===== config.mk =====
export PLATFORM = sky130hd
export DESIGN_NAME = pma_phy_mgmt
export DESIGN_NICKNAME = d
export VERILOG_FILES = /design/src/include/pma_pkg.sv /design/src/verilog/pma_mdc_gen.sv /design/src/verilog/pma_shifter.sv /design/src/verilog/pma_phy_mgmt.sv
export VERILOG_INCLUDE_DIRS = /design/src /design/src/include
export SDC_FILE = /design/constraint.sdc
export NUM_CORES = 1
export LEC_CHECK = 0
export ABC_AREA = 1
export BUFFER_PORTS_ARGS = -buffer_cell sky130_fd_sc_hd__buf_4
export CAP_MARGIN = 10
export CORE_UTILIZATION = 40
export CTS_BUF_LIST = sky130_fd_sc_hd__clkbuf_4
export DETAILED_ROUTE_END_ITERATION = 12
export PLACE_DENSITY = 0.56
export REMOVE_ABC_BUFFERS = 1
export SLEW_MARGIN = 25
export SYNTH_ARGS = -nofsm -noshare
export SYNTH_HDL_FRONTEND = slang
export SYNTH_SLANG_ARGS = --single-unit

===== constraint.sdc =====
create_clock -name mclk -period 9.55 [get_ports mclk]
set_clock_uncertainty 0.05 [all_clocks]
set_input_delay 0.955 -clock mclk [delete_from_list [all_inputs] [get_ports mclk]]
set_output_delay 0.955 -clock mclk [all_outputs]
set_load 0.01 [all_outputs]

===== src/include/pma_params.svh =====
`ifndef PMA_PARAMS_SVH
`define PMA_PARAMS_SVH

// ****************************************
// Register map
// ****************************************
`define PMA_CTRL_ADDR 12'h120
`define PMA_DATA_ADDR 12'h124

// ****************************************
// Control and data register fields
// ****************************************
`define PMA_PHYAD_MSB 15
`define PMA_PHYAD_LSB 11
`define PMA_INDEX_MSB 10
`define PMA_INDEX_LSB 6
`define PMA_WNR_BIT 1
`define PMA_BUSY_BIT 0
`define PMA_DATA_MSB 15

// ****************************************
// Reset values
// ****************************************
`define PMA_PHYAD_RST 5'h01
`define PMA_INDEX_RST 5'h00
`define PMA_DATA_RST 16'h0000

// ****************************************
// Management clock timing
// ****************************************
`define PMA_MDC_NS 400
`define PMA_CLK_NS 5
`define PMA_HALF_CYC ((`PMA_MDC_NS / 2) / `PMA_CLK_NS)
`define PMA_FRAME_BITS 64
`define PMA_PREAMBLE_BITS 32

`endif


===== src/include/pma_pkg.sv =====
package pma_pkg;
    typedef enum logic [2:0] {
        PMA_IDLE = 3'b001,
        PMA_SHIFT = 3'b010,
        PMA_DONE = 3'b100
    } pma_state_t;
    typedef logic [15:0] pma_word_t;
    typedef logic [4:0] pma_addr_t;
endpackage


===== src/verilog/pma_mdc_gen.sv =====
`timescale 1ns/1ps
`include "pma_params.svh"
module pma_mdc_gen (
    // Clock and reset
    input wire logic mclk,
    input wire logic sys_rst,
    // Control
    input wire logic run,
    // Bit timing
    output logic mdcOut,
    output logic riseTick,
    output logic fallTick
);
    logic [7:0] divCount;
    wire halfDone = (divCount == 8'(`PMA_HALF_CYC - 1));

    // Halts low between frames so the PHY sees no stray edges
    always_ff @(posedge mclk or posedge sys_rst) begin
        if (sys_rst) begin
            divCount <= 8'h00;
            mdcOut <= 1'b0;
            riseTick <= 1'b0;
            fallTick <= 1'b0;
        end else if (!run) begin
            divCount <= 8'h00;
            mdcOut <= 1'b0;
            riseTick <= 1'b0;
            fallTick <= 1'b0;
        end else begin
            divCount <= halfDone ? 8'h00 : divCount + 8'h01;
            if (halfDone) begin
                mdcOut <= ~mdcOut;
            end
            riseTick <= halfDone & ~mdcOut;
            fallTick <= halfDone & mdcOut;
        end
    end
endmodule


===== src/verilog/pma_shifter.sv =====
`timescale 1ns/1ps
`include "pma_params.svh"
module pma_shifter (
    // Clock and reset
    input wire logic mclk,
    input wire logic sys_rst,
    // Load side
    input wire logic load,
    input wire logic [63:0] frame,
    input wire logic [63:0] driveMask,
    // Bit timing
    input wire logic shiftTick,
    input wire logic sampleTick,
    input wire logic mdioIn,
    // Line side
    output logic mdioOut,
    output logic mdioOe_n,
    output logic [15:0] capture,
    output logic lastBit
);
    logic [63:0] bits;
    logic [63:0] mask;
    logic [6:0] left;

    always_ff @(posedge mclk or posedge sys_rst) begin
        if (sys_rst) begin
            bits <= 64'h0;
            mask <= 64'h0;
            left <= 7'h00;
            mdioOut <= 1'b1;
            mdioOe_n <= 1'b1;
            capture <= 16'h0000;
        end else if (load) begin
            bits <= frame;
            mask <= driveMask;
            left <= 7'(`PMA_FRAME_BITS);
            mdioOut <= 1'b1;
            mdioOe_n <= 1'b1;
        end else if (shiftTick && left != 7'h00) begin
            // Data changes on the falling edge, stable around the rise
            mdioOut <= bits[63];
            mdioOe_n <= ~mask[63];
            bits <= {bits[62:0], 1'b1};
            mask <= {mask[62:0], 1'b0};
            left <= left - 7'h01;
        end else if (shiftTick) begin
            mdioOe_n <= 1'b1;
        end else if (sampleTick) begin
            capture <= {capture[14:0], mdioIn};
            // Frame over: hand the line back to the pull-up
            if (left == 7'h00) begin
                mdioOut <= 1'b1;
                mdioOe_n <= 1'b1;
            end
        end
    end

    assign lastBit = (left == 7'h00);
endmodule


===== src/verilog/pma_phy_mgmt.sv =====
// Added by the designer: register access over APB.
`timescale 1ns/1ps
`include "pma_params.svh"
// Overview of operation
// [RULE1] Software writes PHY address 00001b into control bits 15:11 on each access.
// [RULE2] Control bits 10:6 choose which PHY register the frame addresses.
// [RULE3] Direction bit 1 set means write data register; clear means read into it.
// [RULE4] Software starts an access by writing one to busy bit 0.
// [RULE5] Busy stays set during the whole access, hardware clears it at the end.
// [RULE6] Software waits for busy zero before writing control or data register.
// [RULE7] Software keeps data register unchanged during a write until busy clears.
// [RULE8] Read result is in the data register when busy clears.
// [RULE9] Data register holds 16 bits in 15:0, write value or read result.
// [RULE10] Each access is a clause 22 frame with programmed address, index, direction.
module pma_phy_mgmt (
    // Clock and reset
    input wire logic mclk,
    input wire logic sys_rst,
    // APB slave
    input wire logic psel,
    input wire logic penable,
    input wire logic pwrite,
    input wire logic [11:0] paddr,
    input wire logic [31:0] pwdata,
    output logic [31:0] prdata,
    output logic pready,
    output logic pslverr,
    // PHY management port
    output logic mgmtClk,
    output logic mgmtDataOut,
    output logic mgmtDataOe_n,
    input wire logic mgmtDataIn,
    // Status
    output logic mgmtBusy
);
    import pma_pkg::*;

    // ****************************************
    // Registers
    // ****************************************
    pma_state_t state;
    pma_addr_t phyAddr;
    pma_addr_t phyRegIndex;
    logic writeNotRead;
    logic mgmtBusyFlag;
    pma_word_t phyMgmtData;

    // ****************************************
    // Bus decode
    // ****************************************
    // Writes land only at the edge that completes the access phase
    wire access = psel & penable & pready;
    wire hitCtrl = (paddr == `PMA_CTRL_ADDR);
    wire hitData = (paddr == `PMA_DATA_ADDR);
    wire hitAny = hitCtrl | hitData;
    wire ctrlWr = access & pwrite & hitCtrl;
    wire dataWr = access & pwrite & hitData;
    wire [31:0] ctrlView = {16'h0000, phyAddr, phyRegIndex, 4'h0, writeNotRead, mgmtBusyFlag};
    wire [31:0] dataView = {16'h0000, phyMgmtData};
    wire [31:0] next_prdata = hitCtrl ? ctrlView : (hitData ? dataView : 32'h0000_0000);

    // Writes while busy are dropped so a running frame stays coherent
    wire ctrlTake = ctrlWr & ~mgmtBusyFlag;
    wire dataTake = dataWr & ~mgmtBusyFlag;
    wire launch = ctrlTake & pwdata[`PMA_BUSY_BIT]; // [RULE4]

    // ****************************************
    // Frame assembly
    // ****************************************
    wire opWrite = pwdata[`PMA_WNR_BIT];
    wire [1:0] opCode = opWrite ? 2'b01 : 2'b10;
    wire [1:0] turnAround = opWrite ? 2'b10 : 2'b11;
    wire [15:0] frameData = opWrite ? phyMgmtData : 16'hFFFF;
    wire [63:0] frame = {32'hFFFF_FFFF, 2'b01, opCode, pwdata[`PMA_PHYAD_MSB:`PMA_PHYAD_LSB],
                         pwdata[`PMA_INDEX_MSB:`PMA_INDEX_LSB], turnAround, frameData}; // [RULE10] [RULE2]
    // Reads release the line from turnaround onward
    wire [63:0] driveMask = opWrite ? 64'hFFFF_FFFF_FFFF_FFFF : 64'hFFFF_FFFF_FFFC_0000; // [RULE3]

    // ****************************************
    // Engine
    // ****************************************
    logic runClk;
    logic riseTick;
    logic fallTick;
    logic lastBit;
    logic mdcRaw;
    logic mdoRaw;
    logic oeRaw;
    pma_word_t readWord;
    pma_state_t next_state;

    assign runClk = (state == PMA_SHIFT);

    pma_mdc_gen uClk (
        .mclk(mclk),
        .sys_rst(sys_rst),
        .run(runClk),
        .mdcOut(mdcRaw),
        .riseTick(riseTick),
        .fallTick(fallTick)
    );

    pma_shifter uShift (
        .mclk(mclk),
        .sys_rst(sys_rst),
        .load(launch),
        .frame(frame),
        .driveMask(driveMask),
        .shiftTick(fallTick),
        .sampleTick(riseTick),
        .mdioIn(mgmtDataIn),
        .mdioOut(mdoRaw),
        .mdioOe_n(oeRaw),
        .capture(readWord),
        .lastBit(lastBit)
    );

    // Finish after the rise that samples the final bit
    wire frameEnd = lastBit & riseTick;

    always_comb begin
        next_state = state;
        unique case (state)
            PMA_IDLE: begin
                if (launch) begin
                    next_state = PMA_SHIFT;
                end
            end
            PMA_SHIFT: begin
                if (frameEnd) begin
                    next_state = PMA_DONE;
                end
            end
            PMA_DONE: begin
                next_state = PMA_IDLE;
            end
            default: begin
                next_state = PMA_IDLE;
            end
        endcase
    end

    always_ff @(posedge mclk or posedge sys_rst) begin
        if (sys_rst) begin
            state <= PMA_IDLE;
        end else begin
            state <= next_state;
        end
    end

    // ****************************************
    // Control register
    // ****************************************
    always_ff @(posedge mclk or posedge sys_rst) begin
        if (sys_rst) begin
            phyAddr <= `PMA_PHYAD_RST;
            phyRegIndex <= `PMA_INDEX_RST;
            writeNotRead <= 1'b0;
        end else if (ctrlTake) begin
            phyAddr <= pwdata[`PMA_PHYAD_MSB:`PMA_PHYAD_LSB]; // [RULE1]
            phyRegIndex <= pwdata[`PMA_INDEX_MSB:`PMA_INDEX_LSB]; // [RULE2]
            writeNotRead <= pwdata[`PMA_WNR_BIT]; // [RULE3]
        end
    end

    // Busy rises with the launch and falls in PMA_DONE, with the read data update
    always_ff @(posedge mclk or posedge sys_rst) begin
        if (sys_rst) begin
            mgmtBusyFlag <= 1'b0;
        end else if (launch) begin
            mgmtBusyFlag <= 1'b1; // [RULE5]
        end else if (state == PMA_DONE) begin
            mgmtBusyFlag <= 1'b0; // [RULE5]
        end
    end

    // ****************************************
    // Data register
    // ****************************************
    always_ff @(posedge mclk or posedge sys_rst) begin
        if (sys_rst) begin
            phyMgmtData <= `PMA_DATA_RST;
        end else if (state == PMA_DONE && !writeNotRead) begin
            phyMgmtData <= readWord; // [RULE8]
        end else if (dataTake) begin
            phyMgmtData <= pwdata[`PMA_DATA_MSB:0]; // [RULE9] [RULE7]
        end
    end

    // ****************************************
    // Bus answer and outputs
    // ****************************************
    always_ff @(posedge mclk or posedge sys_rst) begin
        if (sys_rst) begin
            prdata <= 32'h0000_0000;
            pready <= 1'b0;
            pslverr <= 1'b0;
        end else begin
            // One wait state: ready comes the cycle after penable rises
            pready <= psel & penable & ~pready;
            pslverr <= psel & penable & ~pready & ~hitAny;
            prdata <= (psel & ~pwrite) ? next_prdata : 32'h0000_0000;
        end
    end

    always_ff @(posedge mclk or posedge sys_rst) begin
        if (sys_rst) begin
            mgmtClk <= 1'b0;
            mgmtDataOut <= 1'b1;
            mgmtDataOe_n <= 1'b1;
            mgmtBusy <= 1'b0;
        end else begin
            mgmtClk <= mdcRaw;
            mgmtDataOut <= mdoRaw;
            mgmtDataOe_n <= oeRaw;
            mgmtBusy <= mgmtBusyFlag;
        end
    end
endmodule


== After elaboration in Yosys (flattened, before gate mapping) ==
Cells that the tools add are included.

* Logic and storage cells: 109
* Output and inout port bits: 38
* Bits of input ports: 50
* Flip-flop bits (word level): 217

* Mux-type cells: 34
* Eq/ne operators: 10
* Reduce and logical (&&, ||, !) cells: 16
* Add/sub/neg operators: 2
* Bitwise gates (word level): 24

{| class="wikitable"
|+ Operator list
! operator !! number
|-
| 64-bit two-way mux || 4
|-
| 16-bit two-way mux || 6
|-
| 12-bit by 9-bit equality test with 1-bit output, second input constant || 2
|-
| 18-bit two-way mux || 1
|-
| 8-bit two-way mux || 2
|-
| 1-bit two-way mux || 15
|-
| 1-bit AND || 14
|-
| 7-bit two-way mux || 2
|-
| 1-bit inverter || 9
|-
| 8-bit by 1-bit adder with 8-bit output, second input constant || 1
|-
| 8-bit by 6-bit equality test with 1-bit output, second input constant || 1
|-
| 4-bit nonzero test || 2
|-
| 7-bit logical NOT || 1
|-
| 7-bit nonzero test || 1
|-
| 7-bit by 1-bit subtractor with 7-bit output, second input constant || 1
|-
| 3-bit two-way mux || 2
|-
| 2-bit inequality test, second input constant || 3
|-
| 3-bit one-hot mux with 2 select lines || 1
|-
| 2-bit nonzero test || 3
|-
| 3-bit nonzero test || 2
|-
| 2-bit AND reduction || 2
|-
| 4-bit AND reduction || 1
|-
| 3-bit by 1-bit equality test with 1-bit output, second input constant || 1
|-
| 3-bit by 2-bit equality test with 1-bit output, second input constant || 1
|-
| 7 further kinds || 8
|}

== Depth between registers and ports, before layout ==
* Depth after elaboration: 8
* Mapped depth: 12
* Mapped depth without buffers: 11

== Hierarchy ==
From an unflattened synthesis, not the netlist that was laid out.

* Cell total of the unflattened synthesis: 1331
* Area total of the unflattened synthesis: 10799.1 um^2

{| class="wikitable"
|+ Modules (own cells, without submodules)
! module !! sequential area each (um^2) !! area an instance (um^2) !! cells an instance !! times used
|-
| pma_shifter || 3831.2 || 7518.5 || 913 || 1
|-
| pma_phy_mgmt || 1331.3 || 2728.9 || 348 || 1
|-
| pma_mdc_gen || 275.3 || 551.8 || 70 || 1
|}

== Worst setup path after synthesis ==
No wires, ideal clock.

* Path type: input to register
* Start point: in paddr[4]
* End point: reg uShift.bits[10]
* Path buffers: 1
* Arrival: 1.804 ns
* Setup slack: 7.579 ns
* Stages: 9
* Data required time: 9.383 ns
* Cell sequence: inv_2 nand2_1 nor2_2 nand3_4 nor2_8 buf_4 nand4_1 nand2_1 nand2_1

* Cells in the longest elaborated chain, start to end: 5
* Elaborated cells on any way between the ends: 6

{| class="wikitable"
|+ RTL lines
! element !! RTL line !! RTL
|-
| from (decl) || pma_phy_mgmt.sv:23 || <nowiki>input wire logic [11:0] paddr,</nowiki>
|-
| 12-bit by 9-bit equality test with 1-bit output (no source line) * || -- ||
|-
| 1-bit AND * || pma_phy_mgmt.sv:56 || <nowiki>wire ctrlWr = access & pwrite & hitCtrl;</nowiki>
|-
| 1-bit AND * || pma_phy_mgmt.sv:63 || <nowiki>wire ctrlTake = ctrlWr & ~mgmtBusyFlag;</nowiki>
|-
| 1-bit AND * || pma_phy_mgmt.sv:65 || <nowiki>wire launch = ctrlTake & pwdata[`PMA_BUSY_BIT];</nowiki>
|-
| 64-bit two-way mux / 2-bit nonzero test (equally long branches) || -- ||
|-
| to (signal assigned) || pma_shifter.sv:34 || <nowiki>bits <= frame;</nowiki>
|-
| to (signal assigned) || pma_shifter.sv:43 || <nowiki>bits <= {bits[62:0], 1'b1};</nowiki>
|-
| to (decl) || pma_shifter.sv:21 || <nowiki>logic [63:0] bits;</nowiki>
|}

Mark *: on every way between the ends. The rest lies on a longest branch, timed or not.
A chain may end at the register's enable or synchronous reset.

== Final worst setup path ==
* Start point: reg uShift.left[0]
* End point: reg uShift.left[6]

* Cells in the longest elaborated chain, start to end: 3
* Elaborated cells on any way between the ends: 6

{| class="wikitable"
|+ RTL lines
! element !! RTL line !! RTL
|-
| from (decl) || pma_shifter.sv:23 || <nowiki>logic [6:0] left;</nowiki>
|-
| from (signal assigned) || pma_shifter.sv:36 || <nowiki>left <= 7'(`PMA_FRAME_BITS);</nowiki>
|-
| from (signal assigned) || pma_shifter.sv:45 || <nowiki>left <= left - 7'h01;</nowiki>
|-
| 7-bit by 1-bit subtractor with 7-bit output / 7-bit nonzero test (equally long branches) || pma_shifter.sv:45, pma_shifter.sv:39 ||
|-
| 7-bit two-way mux / 1-bit logical AND (equally long branches) || pma_shifter.sv:39 || <nowiki>end else if (shiftTick && left != 7'h00) begin</nowiki>
|-
| 7-bit two-way mux / 2-bit nonzero test (equally long branches) || -- ||
|}

Parallel ways exist; a longest one is shown, timed or not. The select of a mux whose other input is x is not followed.

==> results.cfg <==
[status]
outcome = completed

[cts]
hold_buffers = 0
root_buffer = clkbuf_4
clk_pin_slew_ps = 70
clock_path_buffers = 3
numClockSinks = 217
clk_latency_ps = 660
cts-resized-gates = 0
h-tree-depth = 2
cts_buffers = 56
postCtsSetupBuffers = 0
tritoncts = done

[place]
dp_hpwl_mm = 11.1
dp_cells = 1409
routabilityCongestion = 0.742
portBuffers = 55

[timing]
hold_slack_ps = 316
fmax_mhz = 290
final.min_clock_period_ps = 3440
maxSlewViolCount = 0
rsz0062_at_grt = false
hold_viol = 0
relSlewSlack_pct = 33.5
setup_tns_ps = 0
period_share_pct = 36.0
worst_slew_pin_slew_ps = 996
setup_violations = 0

[setup_path]
worstSetupPathType = reg -> reg
crit_slowest_cell = clkinv_2
r2r-start = uShift.left[0]$_DFFE_PP0P_
cp.depth = 12
cp_num_buf_inv = 4
cpPeakStageDelay_ps = 880
cp_max_fo = 67
crit_family = buffers and inverters
crit_arrival_ps = 3950
critPathLaunchType = register
crit_end = uShift.left[6]$_DFFE_PP0P_
reg2reg_slack_ps = 6110
startpoint = uShift.left[0]$_DFFE_PP0P_
cpMostUsedCell = nor2_1
worst_r2r_path_depth = 12
worstSetupEndpointType = register
worstPathRequired_ps = 10060
r2r-end = uShift.left[6]$_DFFE_PP0P_
path_cells = inv_1, ha_1, inv_1, nor2_1, nand3_2, nand2_4, clkinv_2, buf_4, nand3_1, nor2_1, nor2_1, nand2_1

[power_and_ir_drop]
peakVddDrop_v = 0.0000850
cellPowerDensity_nw_per_um2 = 163
fin_total_pwr_mw = 1.76
leakagePower_nw = 5.20

[synthesis]
synth_xor_area_share_pct = 0.363
synthSimpleGateAreaFrac_pct = 23.4
synthCells = 1100
synth_top_family_by_area = simple AND/OR/NAND/NOR gates
synthAdderAreaFrac_pct = 0.389
syn_area_sq_um = 9650
synth-compound-area-share_pct = 9.64
seq_area_frac_synth_pct = 56.3
syn_avg_cell_area_sq_um = 8.77
ys_types = 33
synth_mux_area_share_pct = 0
yosys_warnings = 0
ys_seq_elements = 217

[finish]
nets = 1201
fillers = 2364
most-common-layout-cells = nand2_1, dfrtp_1, nand3_1, nor2_1, inv_1
final_util_pct = 45.9
drive_above_1_share_pct = 15.9
fin_cells = 1513
syn2layout_area_growth_pct = 11.9
final_common_cell = nand2_1

[global_routing]
grt_pass1_wl_mm = 34.7
grt_usage_pct = 17.3
grt_max_degree = 94
antenna_found_initial = 2
grt-ovfl-total = 0
first_global_vias = 7344

[detailed_routing]
drt_iter0_markers = 540
drt-total-wl_mm = 20.0
drtAntennaViolNets = 0
num_vias = 7294
drc = 0
routed_wire_length_per_instance_microns = 13.2
drt-pass1-iter-count = 5
viasPerCell = 4.82

[floorplanning]
std_cell_rows = 56
core-area_sq_um = 23500
pin_count = 88
die-area_sq_um = 24800
die_h_microns = 157
initial_core_util_pct = 41.0
dieWidth_microns = 157

[job]
cap_violations = 0

[min_path]
hold_class = reg -> reg
## power breakdown
part / switching, mW / internal [mW]
clock: 0.371 / 0.420
combinational: 0.0356 / 0.0129
sequential: 0.000349 / 0.920
## per-layer routing
metal	GRT usage, %	wire, microns	vias up	share of wire (%)
li1	-	-	3667	-
met4	6.10	277	2	1.4
met5	0	12	-	0.060
met2	28.4	9330	123	47
met1	22.4	9590	3474	48
met3	3.74	833	28	4.2
## worst min-delay path by stage
stage,from,endpoint,cells past startpoint
6_report,uShift.mdioOe_n$_DFFE_PP1P_,mgmtDataOe_n$_DFF_PP1_,0
5_1_grt,uShift.mdioOe_n$_DFFE_PP1P_,mgmtDataOe_n$_DFF_PP1_,0
4_1_cts,sys_rst,uShift.bits[27]$_DFFE_PP0P_,2
3_5_place_dp,uShift.mdioOe_n$_DFFE_PP1P_,mgmtDataOe_n$_DFF_PP1_,0
3_3_place_gp,uShift.mdioOe_n$_DFFE_PP1P_,mgmtDataOe_n$_DFF_PP1_,0
2_1_floorplan,uClk.mdcOut$_DFFE_PP0P_,mgmtClk$_DFF_PP0_,0
## kinds of logic after synthesis
kind of cell / Yosys count
AND/OR/NAND/NOR: 511
flip-flops: 217
buffers and inverters: 200
AO/OA/AOI/OAI: 164
XOR/XNOR: 4
adder cells (fa/ha/maj): 3
other: 1
## registers in the layout, summed over array words and instances (netlist names), 5 cells and up
signal	flops
uClk.divCount	8
prdata	16
phyRegIndex	5
uShift.capture	16
uShift.bits	64
uShift.left	7
phyAddr	5
phyMgmtData	16
uShift.mask	64
## final cells by class
type | count | area (sq um) | area share, %
Inverter | 113 | 433 | 4.01
Tap cell | 319 | 399 | 3.69
Clock inverter | 13 | 56.3 | 0.521
Antenna cell | 2 | 5.00 | 0.0463
Timing Repair Buffer | 62 | 465 | 4.31
Clock buffer | 89 | 668 | 6.18
Multi-Input combinational cell | 698 | 3340 | 30.9
Sequential cell | 217 | 5440 | 50.3
## Yosys cell counts
master	number	area, sq um
nand2_1	227	852
dfrtp_1	211	5280
nand3_1	130	651
nor2_1	109	409
inv_1	105	394
o21ai_1	54	270
o21ai_0	52	260
buf_2	40	200
o211ai_1	38	285
buf_4	26	195
nand4_1	18	113
a21oi_1	16	80.1
clkbuf_1	14	52.6
nor3_1	9	45.0
inv_2	8	30.0
buf_6	6	67.6
dfstp_2	6	158
nor2_2	4	25.0
o21ai_2	4	35.0
ha_1	3	37.5
nand2_2	3	18.8
nor2_4	3	33.8
xor2_1	3	26.3
nand3_4	2	35.0
clkbuf_2	1	5.00
conb_1	1	3.75
nand2_4	1	11.3
nand3_2	1	10.0
nand3b_4	1	20.0
nand4_2	1	12.5
nor2_8	1	20.0
or2_1	1	6.26
xnor2_1	1	8.76
## per-stage QoR
step           worst slack (ps)  cell area [sq um]
6_report                   6110              10800
3_5_place_dp               5890              10100
4_1_cts                    6240              10800
5_1_grt                    5770              10800
3_3_place_gp               5920              10100
2_1_floorplan              2620               9190
(Power assumes the default switching activity.)
